`config.mk`:
```
export PLATFORM = sky130hd
export DESIGN_NAME = uart_dpram_dma_controller
export DESIGN_NICKNAME = d
export VERILOG_FILES = /design/src/logic/uart_dma_pkg.sv /design/src/logic/uart_dpram_dma_controller.sv
export SDC_FILE = /design/constraint.sdc
export NUM_CORES = 1
export LEC_CHECK = 0
export BUFFER_PORTS_ARGS = -buffer_cell sky130_fd_sc_hd__buf_2
export CORE_MARGIN = 10
export CORE_UTILIZATION = 35
export CTS_CLUSTER_DIAMETER = 30
export DETAILED_ROUTE_END_ITERATION = 10
export HOLD_SLACK_MARGIN = 0.05
export MAX_ROUTING_LAYER = met4
export SKIP_LAST_GASP = 1
export SYNTH_ARGS = -nofsm -noshare
export SYNTH_HDL_FRONTEND = slang
export SYNTH_SLANG_ARGS = --single-unit
```
`constraint.sdc`:
```
create_clock -name ref_clk -period 3.58 [get_ports ref_clk]
set_input_delay 0 -clock ref_clk [delete_from_list [all_inputs] [get_ports ref_clk]]
set_output_delay 0 -clock ref_clk [all_outputs]
set_load 0.03 [all_outputs]
```
`src/logic/uart_dma_pkg.sv`:
```
// Package for the serial-port to dual-port RAM transfer controller.
// Assumes an 8-bit processor data bus with 16-bit addresses.
package uart_dma_pkg;

  // ****************************************************************
  // Register map
  // ****************************************************************
  localparam logic [15:0] REG_BASE              = 16'h2000;
  localparam logic [15:0] TX_TARGET_ADDR_LOW    = 16'h2000;
  localparam logic [15:0] TX_ADDR_HIGH_ENABLE   = 16'h2001;
  localparam logic [15:0] TX_LENGTH_LOW         = 16'h2003;
  localparam logic [15:0] TX_LENGTH_HIGH        = 16'h2004;
  localparam logic [15:0] TX_COUNT_LOW          = 16'h2005;
  localparam logic [15:0] TX_COUNT_HIGH_STATUS  = 16'h2006;
  localparam logic [15:0] RX_TARGET_ADDR_LOW    = 16'h2007;
  localparam logic [15:0] RX_ADDR_HIGH_ENABLE   = 16'h2008;
  localparam logic [15:0] RX_LENGTH_LOW         = 16'h2009;
  localparam logic [15:0] RX_LENGTH_HIGH        = 16'h200a;
  localparam logic [15:0] RX_COUNT_LOW          = 16'h200b;
  localparam logic [15:0] RX_COUNT_HIGH_STATUS  = 16'h200c;
  localparam logic [15:0] DMA_IRQ_CTRL_STATUS   = 16'h200d;
  localparam logic [7:0]  REG_RESET             = 8'h00;

  // ****************************************************************
  // Field positions
  // ****************************************************************
  localparam int ENABLE_BIT      = 7;
  localparam int LINE_ERROR_BIT  = 7;
  localparam int DONE_BIT        = 4;
  localparam int ABORTED_BIT     = 3;
  localparam int TX_PENDING_BIT  = 3;
  localparam int RX_PENDING_BIT  = 2;
  localparam int TX_IRQ_EN_BIT   = 1;
  localparam int RX_IRQ_EN_BIT   = 0;
  localparam int ADDR_W          = 12;
  localparam int LEN_W           = 11;

  typedef logic [ADDR_W-1:0] ram_addr_t;
  typedef logic [LEN_W-1:0]  length_t;

  // Processor bus request
  typedef struct packed {
    logic        wr;
    logic        rd;
    logic [15:0] addr;
    logic [7:0]  wdata;
  } cpu_req_t;

  // Dual-port RAM port request
  typedef struct packed {
    logic      we;
    logic      re;
    ram_addr_t addr;
    logic [7:0] wdata;
  } ram_req_t;

  typedef enum logic [1:0] {TX_IDLE, TX_READ, TX_WAIT, TX_SEND} tx_state_t;

endpackage : uart_dma_pkg

```
`src/logic/uart_dpram_dma_controller.sv`:
```
// Transfer controller moving serial-port bytes to and from dual-port RAM.
// Assumes synchronous RAM with one-cycle read latency and a UART on ref_clk.
//
// Functional notes
// RQ1: Full tx transfer sets done bit, read clears.
// RQ2: Stopped tx transfer sets aborted bit, read clears.
// RQ3: Tx sent count high bits at 0x2006.
// RQ4: Rx target address at 0x2007/0x2008.
// RQ5: Bit 7 of 0x2008 enables receive.
// RQ6: Rx requested length at 0x2009/0x200A.
// RQ7: Rx received count at 0x200B/0x200C.
// RQ8: Line errors set bit 7, cleared on reprogram.
// RQ9: Full rx transfer sets done bit, read clears.
// RQ10: Stopped rx transfer sets aborted bit, read clears.
// RQ11: Tx pending bit 3, cleared reading 0x200C.
// RQ12: Rx pending bit 2, cleared reading 0x200C.
// RQ13: Bit 1 gates transmit interrupts.
// RQ14: Bit 0 gates receive interrupts.
// RQ15: All registers reset to zero.
// RQ16: Register file decoded from base 0x2000.
// RQ17: Tx address high and enable at 0x2001.
// RQ18: Tx requested length at 0x2003/0x2004.
// RQ19: Move bytes sequentially until count equals length.
// RQ20: Completion raises pending, latches count, clears enable.
`timescale 1ns/1ns
`default_nettype none
module uart_dpram_dma_controller
  import uart_dma_pkg::*;
(
  input  wire logic                    ref_clk,     // 100 MHz clock
  input  wire logic                    sys_rst,     // Async reset, active high
  input  wire uart_dma_pkg::cpu_req_t  cpu_req,     // Processor bus request
  output var  logic [7:0]              cpu_rdata,   // Registered read data
  output var  uart_dma_pkg::ram_req_t  ram_req,     // RAM request
  input  wire logic [7:0]              ram_rdata,   // RAM data, one cycle after re
  output var  logic                    tx_valid,    // Byte offered to UART
  output var  logic [7:0]              tx_data,     // Byte to UART
  input  wire logic                    tx_ready,    // UART takes byte
  input  wire logic                    rx_valid,    // Byte from UART, one pulse
  input  wire logic [7:0]              rx_data,     // Received byte
  input  wire logic                    rx_line_err, // Parity, framing or overrun
  output var  logic                    tx_irq,      // Transmit interrupt
  output var  logic                    rx_irq       // Receive interrupt
);
  import uart_dma_pkg::*;

  // ****************************************************************
  // Register state
  // ****************************************************************
  ram_addr_t  tx_target_address;
  length_t    tx_requested_length;
  length_t    tx_sent_count;
  length_t    tx_count;
  logic       tx_transfer_enable;
  logic       tx_done_flag;
  logic       tx_aborted_flag;
  ram_addr_t  rx_target_address;
  length_t    rx_requested_length;
  length_t    rx_received_count;
  length_t    rx_count;
  logic       rx_transfer_enable;
  logic       rx_done_flag;
  logic       rx_aborted_flag;
  logic       rx_line_error_flag;
  logic       tx_irq_pending;
  logic       rx_irq_pending;
  logic       tx_irq_enable;
  logic       rx_irq_enable;
  tx_state_t  tx_state;

  function automatic logic hit(input cpu_req_t r, input logic [15:0] a);
    hit = (r.addr == a);
  endfunction : hit

  logic wr;
  logic rd;
  logic tx_finish;
  logic tx_stop;
  logic rx_finish;
  logic rx_stop;
  logic rx_take;
  logic rx_stat_read;
  logic tx_accept;
  logic tx_fetch;
  length_t next_tx_count;
  assign wr = cpu_req.wr;
  assign rd = cpu_req.rd;
  assign rx_stat_read = rd && hit(cpu_req, RX_COUNT_HIGH_STATUS);
  // Processor dropping the enable bit mid-transfer is a stop
  assign tx_stop = tx_transfer_enable && wr && hit(cpu_req, TX_ADDR_HIGH_ENABLE)
                   && !cpu_req.wdata[ENABLE_BIT];
  assign rx_stop = rx_transfer_enable && wr && hit(cpu_req, RX_ADDR_HIGH_ENABLE)
                   && !cpu_req.wdata[ENABLE_BIT];
  assign tx_finish = tx_transfer_enable && (tx_count == tx_requested_length)
                     && (tx_state == TX_IDLE); // [RQ19]
  assign rx_finish = rx_transfer_enable && (rx_count == rx_requested_length); // [RQ19]
  assign rx_take = rx_transfer_enable && !rx_finish && rx_valid;
  // A byte taken on the stopping edge has left, so it is counted
  assign tx_accept = tx_valid && tx_ready;
  assign next_tx_count = tx_count + length_t'(tx_accept);
  // Read issued from IDLE so RAM data is settled when WAIT samples it; a receive write defers it
  assign tx_fetch = tx_transfer_enable && (tx_state == TX_IDLE) && !tx_finish && !tx_stop
                    && !(wr && hit(cpu_req, TX_ADDR_HIGH_ENABLE)) && !rx_take;

  // ****************************************************************
  // Configuration registers
  // ****************************************************************
  always_ff @(posedge ref_clk or posedge sys_rst)
  begin
    if (sys_rst)
    begin
      tx_target_address   <= '0; // [RQ15]
      tx_requested_length <= '0;
      rx_target_address   <= '0;
      rx_requested_length <= '0;
      tx_irq_enable       <= 1'b0;
      rx_irq_enable       <= 1'b0;
    end
    else if (wr)
    begin
      // Decode relative to the 0x2000 base [RQ16]
      if (hit(cpu_req, TX_TARGET_ADDR_LOW))
        tx_target_address[7:0] <= cpu_req.wdata;
      if (hit(cpu_req, TX_ADDR_HIGH_ENABLE))
        tx_target_address[11:8] <= cpu_req.wdata[3:0]; // [RQ17]
      if (hit(cpu_req, TX_LENGTH_LOW))
        tx_requested_length[7:0] <= cpu_req.wdata; // [RQ18]
      if (hit(cpu_req, TX_LENGTH_HIGH))
        tx_requested_length[10:8] <= cpu_req.wdata[2:0]; // [RQ18]
      if (hit(cpu_req, RX_TARGET_ADDR_LOW))
        rx_target_address[7:0] <= cpu_req.wdata; // [RQ4]
      if (hit(cpu_req, RX_ADDR_HIGH_ENABLE))
        rx_target_address[11:8] <= cpu_req.wdata[3:0]; // [RQ4]
      if (hit(cpu_req, RX_LENGTH_LOW))
        rx_requested_length[7:0] <= cpu_req.wdata; // [RQ6]
      if (hit(cpu_req, RX_LENGTH_HIGH))
        rx_requested_length[10:8] <= cpu_req.wdata[2:0]; // [RQ6]
      if (hit(cpu_req, DMA_IRQ_CTRL_STATUS))
      begin
        tx_irq_enable <= cpu_req.wdata[TX_IRQ_EN_BIT];
        rx_irq_enable <= cpu_req.wdata[RX_IRQ_EN_BIT];
      end
    end
  end

  // ****************************************************************
  // Transmit path: RAM read, then hand byte to UART
  // ****************************************************************
  always_ff @(posedge ref_clk or posedge sys_rst)
  begin
    if (sys_rst)
    begin
      tx_transfer_enable <= 1'b0;
      tx_count           <= '0;
      tx_sent_count      <= '0;
      tx_state           <= TX_IDLE;
      tx_valid           <= 1'b0;
      tx_data            <= REG_RESET;
    end
    else if (tx_stop || tx_finish)
    begin
      tx_transfer_enable <= 1'b0; // [RQ20]
      tx_sent_count      <= next_tx_count; // [RQ20]
      tx_state           <= TX_IDLE;
      tx_valid           <= 1'b0;
    end
    else if (wr && hit(cpu_req, TX_ADDR_HIGH_ENABLE) && cpu_req.wdata[ENABLE_BIT])
    begin
      tx_transfer_enable <= 1'b1;
      tx_count           <= '0;
    end
    else if (tx_transfer_enable)
    begin
      case (tx_state)
        TX_IDLE:
          if (tx_fetch)
            tx_state <= TX_READ; // [RQ19]
        TX_READ: tx_state <= TX_WAIT;
        TX_WAIT:
        begin
          tx_data  <= ram_rdata;
          tx_valid <= 1'b1;
          tx_state <= TX_SEND;
        end
        TX_SEND:
          if (tx_ready)
          begin
            tx_valid <= 1'b0;
            tx_count <= next_tx_count; // [RQ19]
            tx_state <= TX_IDLE;
          end
        default: tx_state <= TX_IDLE;
      endcase
    end
  end

  // ****************************************************************
  // Receive path: each UART byte written straight to RAM
  // ****************************************************************
  always_ff @(posedge ref_clk or posedge sys_rst)
  begin
    if (sys_rst)
    begin
      rx_transfer_enable <= 1'b0;
      rx_count           <= '0;
      rx_received_count  <= '0;
      rx_line_error_flag <= 1'b0;
      ram_req            <= '0;
    end
    else
    begin
      ram_req.we <= 1'b0;
      ram_req.re <= 1'b0;
      if (rx_stop || rx_finish)
      begin
        rx_transfer_enable <= 1'b0; // [RQ20]
        rx_received_count  <= rx_count; // [RQ7] [RQ20]
      end
      else if (wr && hit(cpu_req, RX_ADDR_HIGH_ENABLE) && cpu_req.wdata[ENABLE_BIT])
      begin
        // Software sets address and length first [RQ5]
        rx_transfer_enable <= 1'b1; // [RQ5]
        rx_count           <= '0;
        rx_line_error_flag <= 1'b0; // [RQ8]
      end
      else if (rx_take)
      begin
        ram_req.we    <= 1'b1;
        ram_req.addr  <= rx_target_address + ram_addr_t'(rx_count); // [RQ19]
        ram_req.wdata <= rx_data;
        rx_count      <= rx_count + 11'h001;
        if (rx_line_err)
          rx_line_error_flag <= 1'b1; // [RQ8]
      end
      // Receive writes take priority; transmit read waits for every cycle in which rx_take is set
      if (tx_fetch)
      begin
        ram_req.re   <= 1'b1;
        ram_req.addr <= tx_target_address + ram_addr_t'(tx_count); // [RQ19]
      end
    end
  end

  // ****************************************************************
  // Sticky status flags; a set in the clearing cycle wins
  // ****************************************************************
  always_ff @(posedge ref_clk or posedge sys_rst)
  begin
    if (sys_rst)
    begin
      tx_done_flag    <= 1'b0;
      tx_aborted_flag <= 1'b0;
      rx_done_flag    <= 1'b0;
      rx_aborted_flag <= 1'b0;
      tx_irq_pending  <= 1'b0;
      rx_irq_pending  <= 1'b0;
    end
    else
    begin
      // A stop landing on the last byte is still a full transfer
      if (tx_finish || (tx_stop && next_tx_count == tx_requested_length))
        tx_done_flag <= 1'b1; // [RQ1]
      else if (rd && hit(cpu_req, TX_COUNT_HIGH_STATUS))
        tx_done_flag <= 1'b0; // [RQ1]
      if (tx_stop && next_tx_count != tx_requested_length)
        tx_aborted_flag <= 1'b1; // [RQ2]
      else if (rd && hit(cpu_req, TX_COUNT_HIGH_STATUS))
        tx_aborted_flag <= 1'b0; // [RQ2]
      if (rx_finish)
        rx_done_flag <= 1'b1; // [RQ9]
      else if (rx_stat_read)
        rx_done_flag <= 1'b0; // [RQ9]
      if (rx_stop && rx_count != rx_requested_length)
        rx_aborted_flag <= 1'b1; // [RQ10]
      else if (rx_stat_read)
        rx_aborted_flag <= 1'b0; // [RQ10]
      // Both pending bits are acknowledged by the receive status read
      if (tx_stop || tx_finish)
        tx_irq_pending <= 1'b1; // [RQ20]
      else if (rx_stat_read)
        tx_irq_pending <= 1'b0; // [RQ11]
      if (rx_stop || rx_finish)
        rx_irq_pending <= 1'b1; // [RQ20]
      else if (rx_stat_read)
        rx_irq_pending <= 1'b0; // [RQ12]
    end
  end

  // ****************************************************************
  // Interrupt outputs and read data
  // ****************************************************************
  always_ff @(posedge ref_clk or posedge sys_rst)
  begin
    if (sys_rst)
    begin
      tx_irq <= 1'b0;
      rx_irq <= 1'b0;
    end
    else
    begin
      tx_irq <= tx_irq_pending && tx_irq_enable; // [RQ13]
      rx_irq <= rx_irq_pending && rx_irq_enable; // [RQ14]
    end
  end

  always_ff @(posedge ref_clk or posedge sys_rst)
  begin
    if (sys_rst)
      cpu_rdata <= REG_RESET;
    else if (rd)
    begin
      case (cpu_req.addr)
        TX_TARGET_ADDR_LOW:   cpu_rdata <= tx_target_address[7:0];
        TX_ADDR_HIGH_ENABLE:  cpu_rdata <= {tx_transfer_enable, 3'h0, tx_target_address[11:8]};
        TX_LENGTH_LOW:        cpu_rdata <= tx_requested_length[7:0];
        TX_LENGTH_HIGH:       cpu_rdata <= {5'h00, tx_requested_length[10:8]};
        TX_COUNT_LOW:         cpu_rdata <= tx_sent_count[7:0];
        TX_COUNT_HIGH_STATUS: cpu_rdata <= {3'h0, tx_done_flag, tx_aborted_flag,
                                            tx_sent_count[10:8]}; // [RQ3]
        RX_TARGET_ADDR_LOW:   cpu_rdata <= rx_target_address[7:0];
        RX_ADDR_HIGH_ENABLE:  cpu_rdata <= {rx_transfer_enable, 3'h0, rx_target_address[11:8]};
        RX_LENGTH_LOW:        cpu_rdata <= rx_requested_length[7:0];
        RX_LENGTH_HIGH:       cpu_rdata <= {5'h00, rx_requested_length[10:8]};
        RX_COUNT_LOW:         cpu_rdata <= rx_received_count[7:0]; // [RQ7]
        RX_COUNT_HIGH_STATUS: cpu_rdata <= {rx_line_error_flag, 2'h0, rx_done_flag,
                                            rx_aborted_flag, rx_received_count[10:8]};
        DMA_IRQ_CTRL_STATUS:  cpu_rdata <= {4'h0, tx_irq_pending, rx_irq_pending,
                                            tx_irq_enable, rx_irq_enable};
        default:              cpu_rdata <= REG_RESET;
      endcase
    end
  end

endmodule : uart_dpram_dma_controller
`default_nettype wire

```
After elaboration in Yosys (flattened, before gate mapping)
Cells that the tools add are included.
- register bits: 144
- output and inout port bits: 41
- $add $sub $neg: 4
- equal/unequal tests: 26
- muxes and demuxes: 40
- bitwise gates (word level): 4
- reduce and logical (&&, ||, !) cells: 71
- operator list (kind ; number):
    $eq 16x14->1 const B ; 13
    $pmux 8 s13 ; 1
    $mux 11 ; 6
    $mux 20 ; 3
    $eq 11x11->1 ; 3
    $reduce_bool 2->1 ; 15
    $logic_and 1x1->1 ; 28
    $add 12x11->12 ; 2
    $mux 1 ; 22
    $ne 11x11->1 ; 2
    $reduce_and 2->1 ; 10
    $reduce_and 4->1 ; 4
    $mux 13 ; 1
    $add 11x1->11 ; 1
    $add 11x1->11 const B ; 1
    $mux 2 ; 5
    $reduce_and 3->1 ; 3
    $pmux 2 s4 ; 1
    $logic_not 1->1 ; 6
    $eq 2x2->1 const B ; 2
    $ne 2x2->1 const B ; 2
    $not 1->1 ; 4
    $logic_or 1x1->1 ; 3
    $ne 3x2->1 const B ; 1
    other kinds (6) ; 6

Depth between registers and ports, before layout
- depth in word-level cells: 13
- gate-level depth with buffers: 10
- depth with buffers taken out: 9

Worst setup path before layout
No wires, ideal clock.
- path type: flip-flop to flip-flop
- start: reg tx_valid
- end: reg tx_aborted_flag
- setup time: 121 ps
- arrival time: 2322 ps
- data required time: 3459 ps
- path slack: 1137 ps
- stages on the path, launching flop included: 10
- path buffers: 0
- period minus slack after synthesis: 2443 ps
- cells stage by stage: dfrtp_1 and2_1 ha_1 ha_1 nand3_1 or3_1 xor2_1 xor2_1 nand4_1 a22o_1
- longest elaborated chain between the ends: 5
- elaborated cells on any way between the ends: 6
- those cells by class: add/sub: 1; eq/ne: 1; mux: 1; reduce/logical: 3
- RTL lines (element ; RTL line ; text):
    start, declared ; uart_dpram_dma_controller.sv:36 ; output var logic tx_valid,
    start signal, assigned ; uart_dpram_dma_controller.sv:157 ; tx_valid <= 1'b0;
    start signal, assigned ; uart_dpram_dma_controller.sv:165 ; tx_valid <= 1'b0;
    start signal, assigned ; uart_dpram_dma_controller.sv:182 ; tx_valid <= 1'b1;
    $logic_and 1x1->1 * ; uart_dpram_dma_controller.sv:99 ; assign tx_accept = tx_valid && tx_ready;
    $add 11x1->11 * ; uart_dpram_dma_controller.sv:100 ; assign next_tx_count = tx_count + length_t'(tx_accept);
    $ne 11x11->1 * ; uart_dpram_dma_controller.sv:265 ; if (tx_stop && next_tx_count != tx_requested_length)
    $logic_and 1x1->1 * ; uart_dpram_dma_controller.sv:265 ;
    $mux 1 or $reduce_bool 2->1 (tied branches) ; - ;
    end signal, assigned ; uart_dpram_dma_controller.sv:252 ; tx_aborted_flag <= 1'b0;
    end signal, assigned ; uart_dpram_dma_controller.sv:266 ; tx_aborted_flag <= 1'b1;
    end signal, assigned ; uart_dpram_dma_controller.sv:268 ; tx_aborted_flag <= 1'b0;
    end, declared ; uart_dpram_dma_controller.sv:56 ; logic tx_aborted_flag;
Every way passes the cells marked *; elsewhere a longest branch is shown, timed or not.
A chain may end at the register's enable or synchronous reset.

Worst setup path after layout
- start: reg rx_count[5]
- end: reg ram_req[11] (netlist name)
- longest elaborated chain between the ends: 9
- elaborated cells on any way between the ends: 13
- those cells by class: eq/ne: 3; mux: 1; reduce/logical: 9
- RTL lines (element ; RTL line ; text):
    start, declared ; uart_dpram_dma_controller.sv:60 ; length_t rx_count;
    start signal, assigned ; uart_dpram_dma_controller.sv:231 ; rx_count <= rx_count + 11'h001;
    $eq 11x11->1 * ; uart_dpram_dma_controller.sv:96 ; assign rx_finish = rx_transfer_enable && (rx_count == rx_requested_length);
    $logic_and 1x1->1 * ; uart_dpram_dma_controller.sv:96 ;
    $logic_not 1->1 ; uart_dpram_dma_controller.sv:97 ; assign rx_take = rx_transfer_enable && !rx_finish && rx_valid;
    $logic_and 1x1->1 (2 in a row) ; uart_dpram_dma_controller.sv:97 ;
    $logic_not 1->1 ; uart_dpram_dma_controller.sv:103 ; && !(wr && hit(cpu_req, TX_ADDR_HIGH_ENABLE)) && !rx_take;
    $logic_and 1x1->1 ; uart_dpram_dma_controller.sv:103 ;
    $ne 2x2->1 (no source line) or $reduce_bool 2->1 (tied branches) ; - ;
    $reduce_and 3->1 (no source line) ; - ;
    end, declared ; uart_dpram_dma_controller.sv:34 ; output var uart_dma_pkg::ram_req_t ram_req,
Marked as above.

==> results.cfg <==
[outcome]
run_status = completed

[detailed_routing]
viasPerCell = 5.42
ant_nets = 0
drt_drc_violations_left = 0
avgRoutedWirePerCell_um = 20.6
detailedRoute.firstIterationViolations = 674
route.final.wire_length_um = 25700
num_vias = 6773
pre_antenna_drt_iters = 5

[power_and_ir_drop]
power.combinational.fraction_pct = 4.3
swShare_pct = 24.1
total_switching_power_mw = 0.850
intPower_mw = 2.67
share_clk_of_total_power_pct = 49.4
seq_power_share_pct = 46.2
total_power_mw = 3.52
power.leakage_nw = 4.82
power.ir.vdd_worst_mv = 0.318
powerDensity_mw_per_mm2 = 354

[yosys]
ys.warnings.count = 0
postSynthNetCount = 881
yosys_most_used_dff = dfrtp_1
synth.ff_latch_count = 144
synth-edff-count = 0
postSynthAreaPerCell_um2 = 10.3
netlist_instances = 803
asyncSetResetFlopFracSynth_pct = 100
synth.distinct_cells = 74
syn-cell-area_mm2 = 0.00829
synth_sequential_area_ratio_pct = 43.5

[final_layout]
layout_common_cells = dfrtp_1 (144), nand2_1 (89), buf_2 (87)
drive_gt1_share_pct = 22.6
mostFrequentLayoutCell = dfrtp_1
instances_no_fill = 1249
layout-area-overhead-vs-synth_pct = 19.9
antenna_cells_inserted = 0
fillerInstances = 2331
nets = 995

[clocking]
clk_root_buffer_cell = clkbuf_16
clk_pin_slew_worst_paths_ps = 70
tritoncts = yes
post_cts_resized = 0
clock_tree.buffer_depth = 2
clock_latency_ps = 430
h-tree-depth = 4
clock_sinks = 144
tritoncts.num_buffers = 17

[job]
maxCapViolations = 0

[critical_path]
crit_required_ps = 3890
critical_path.endpoint_type = register
timing.critical_path.slowest_cell_delay_ps = 660
worstSetupStartpointType = register
crit_path_cell_trace = xor2_1 -> nor4_4 -> a31oi_2 -> or4_1 -> clkinv_2 -> nor2_2 -> a221o_1
worst_r2r_endpoint = ram_req[11]
regToRegStartpoint = rx_count[5]
worst-r2r-cell-count = 7
worst-endpoint-arrival_ps = 3080
worst_setup_slack_for_register_to_register_paths_ps = 810
criticalPathCategory = reg2reg
slowest_stage = or4_1
critical_path_peak_fanout = 11

[sta]
post-route-period-util_pct = 77.3
timing.final.crit_period_ps = 2770
final-setup-viol-count = 0
fin_tns_setup_ps = 0
fin_worst_skew_ps = 11.0
worst_hold_slack_ps = 86.0
slew-limit-headroom_pct = 26.8
final-max-slew-violation-count = 0
worstMarginPinSlew_ps = 1100
timing.fmax_mhz = 361
final-hold-violation-count = 0
setup_repair_after_global_routing_missed_its_margin = no
fin_ws_ps = 812

[global_route]
pin_count_of_the_biggest_net_entering_global_routing = 145
globalRoute.totalOverflow = 0
initial_antenna_violation_count = 0
vias_in_the_first_global_route = 6788
global_route.usage.total_pct = 17.6
global_route_wire_length_before_repair_um = 40700

[floorplan]
design.die.area_mm2 = 0.0302
width_of_the_die_um = 174
ios = 88
initial_core_util_pct = 35.4
placeableCoreArea_mm2 = 0.0234
fp-row-count = 56
die_height_um = 174

[place]
dp_worst_slack_ps = 857
dp_hpwl_um = 19100
buffer_ports.inserted = 87
place.detailed.instances = 1188
gp_congestion = 0.940

[hold_path]
timing.hold.worst.class = in2reg
min_from = cpu_req[25]
worstHoldPathCells = 3
holdPathEnd = rx_irq_enable
==> critical path: cells and delay by family (launching register included) <==
family / cells / cell delay [ps]
flops: 1 / 470
buf+inv: 1 / 220
xor+xnor: 1 / 210
compound gates: 2 / 580
simple gates: 3 / 1150
==> area by class of cell <==
type	instances	area [µm²]	area share [%]
well taps	319	399	4.01
flip-flops and latches	144	3600	36.2
multi-input cells	595	4430	44.5
clock buffers	20	447	4.49
clock inverters	12	124	1.25
repair buffers	126	813	8.18
inverters	33	129	1.30
==> what timing repair did <==
item / CTS / global route
endpoints found under the setup margin: 0 / 0
endpoints found under the hold margin: 207 / 0
hold buffers: 29 / 0
setup buffers: 0 / 0
==> cells by family (layout without fill, tap and decap cells) <==
logic type | count (synthesis) | after routing | synth area share [%]
AOI/OAI and AO/OA | 174 | 174 | 14.2
xor gates and xnor gates | 58 | 58 | 6.29
adders and majority gates | 31 | 31 | 4.86
buffers and inverters | 64 | 191 | 3.12
DFF | 144 | 144 | 43.5
muxes | 95 | 95 | 12.7
and+or+nand+nor | 237 | 237 | 15.4
==> sequential cells by signal, summed over array words and instances, names as in the netlist, 2 cells and up <==
signal               cells
rx_count                11
rx_requested_length     11
cpu_rdata                8
tx_state                 2
tx_requested_length     11
rx_received_count       11
rx_target_address       12
tx_count                11
tx_sent_count           11
ram_req                 22
tx_target_address       12
tx_data                  8
==> cell usage after synthesis, drive strengths merged, types with 3 or more instances <==
cell type	number	area, µm²
nor4	10	114
inv	32	120
a22o	10	87.6
o21a	5	37.5
nor2	26	100
a211oi	7	52.6
a21oi	35	175
a31oi	11	81.3
xor2	24	210
xnor2	33	289
nor2b	8	50.1
ha	29	363
a21o	9	67.6
mux2	70	788
o2bb2ai	7	61.3
nor3	15	90.1
and2	9	56.3
o21ai	45	225
nor4b	4	47.6
a22oi	7	52.6
or2	4	25.0
and3	18	113
buf	11	58.8
or4	6	45.0
a221o	8	80.1
mux2i	24	240
a32oi	4	35.0
o211ai	3	22.5
nand4	10	62.6
nand3	22	123
dfrtp	144	3600
nand2	89	334
clkbuf	20	75.1
or3	8	50.1
==> worst max-delay path by stage <==
stage / from / endpoint / slack (ps) / depth (start not counted)
floorplan: tx_valid / tx_aborted_flag / 1140 / 9
global placement: tx_count[0] / tx_aborted_flag / 930 / 8
detailed placement: rx_count[0] / ram_req[11] / 860 / 7
CTS: rx_count[0] / ram_req[11] / 840 / 7
global route: rx_count[0] / ram_req[11] / 660 / 7
finish: rx_count[5] / ram_req[11] / 810 / 7
==> metal layers <==
layer / track usage (%) / wire length, µm / vias to the layer above
met2: 25.6 / 11400 / 248
met3: 3.19 / 1290 / 28
met5: - / 0 / -
met1: 24.6 / 12600 / 3334
li1: - / - / 3163
met4: 5.02 / 435 / 0
==> power by group through the flow <==
| stage | Combinational (mW) | Clock, mW | Sequential [mW] |
|---|---|---|---|
| 6_report | 0.152 | 1.74 | 1.63 |
| 5_1_grt | 0.169 | 1.86 | 1.63 |
| 4_1_cts | 0.154 | 1.77 | 1.63 |
| 3_5_place_dp | 0.129 | 0 | 1.66 |
| 3_3_place_gp | 0.129 | 0 | 1.66 |
| 2_1_floorplan | 0.0600 | 0 | 1.66 |
==> stage by stage <==
stage	util (%)	area [µm²]
CTS	42.5	9940
floorplan	-	8300
global placement	38.8	9080
finish	42.5	9940
detailed placement	38.8	9080
global route	42.5	9940
No activity file was read; power rests on OpenSTA's default activity.
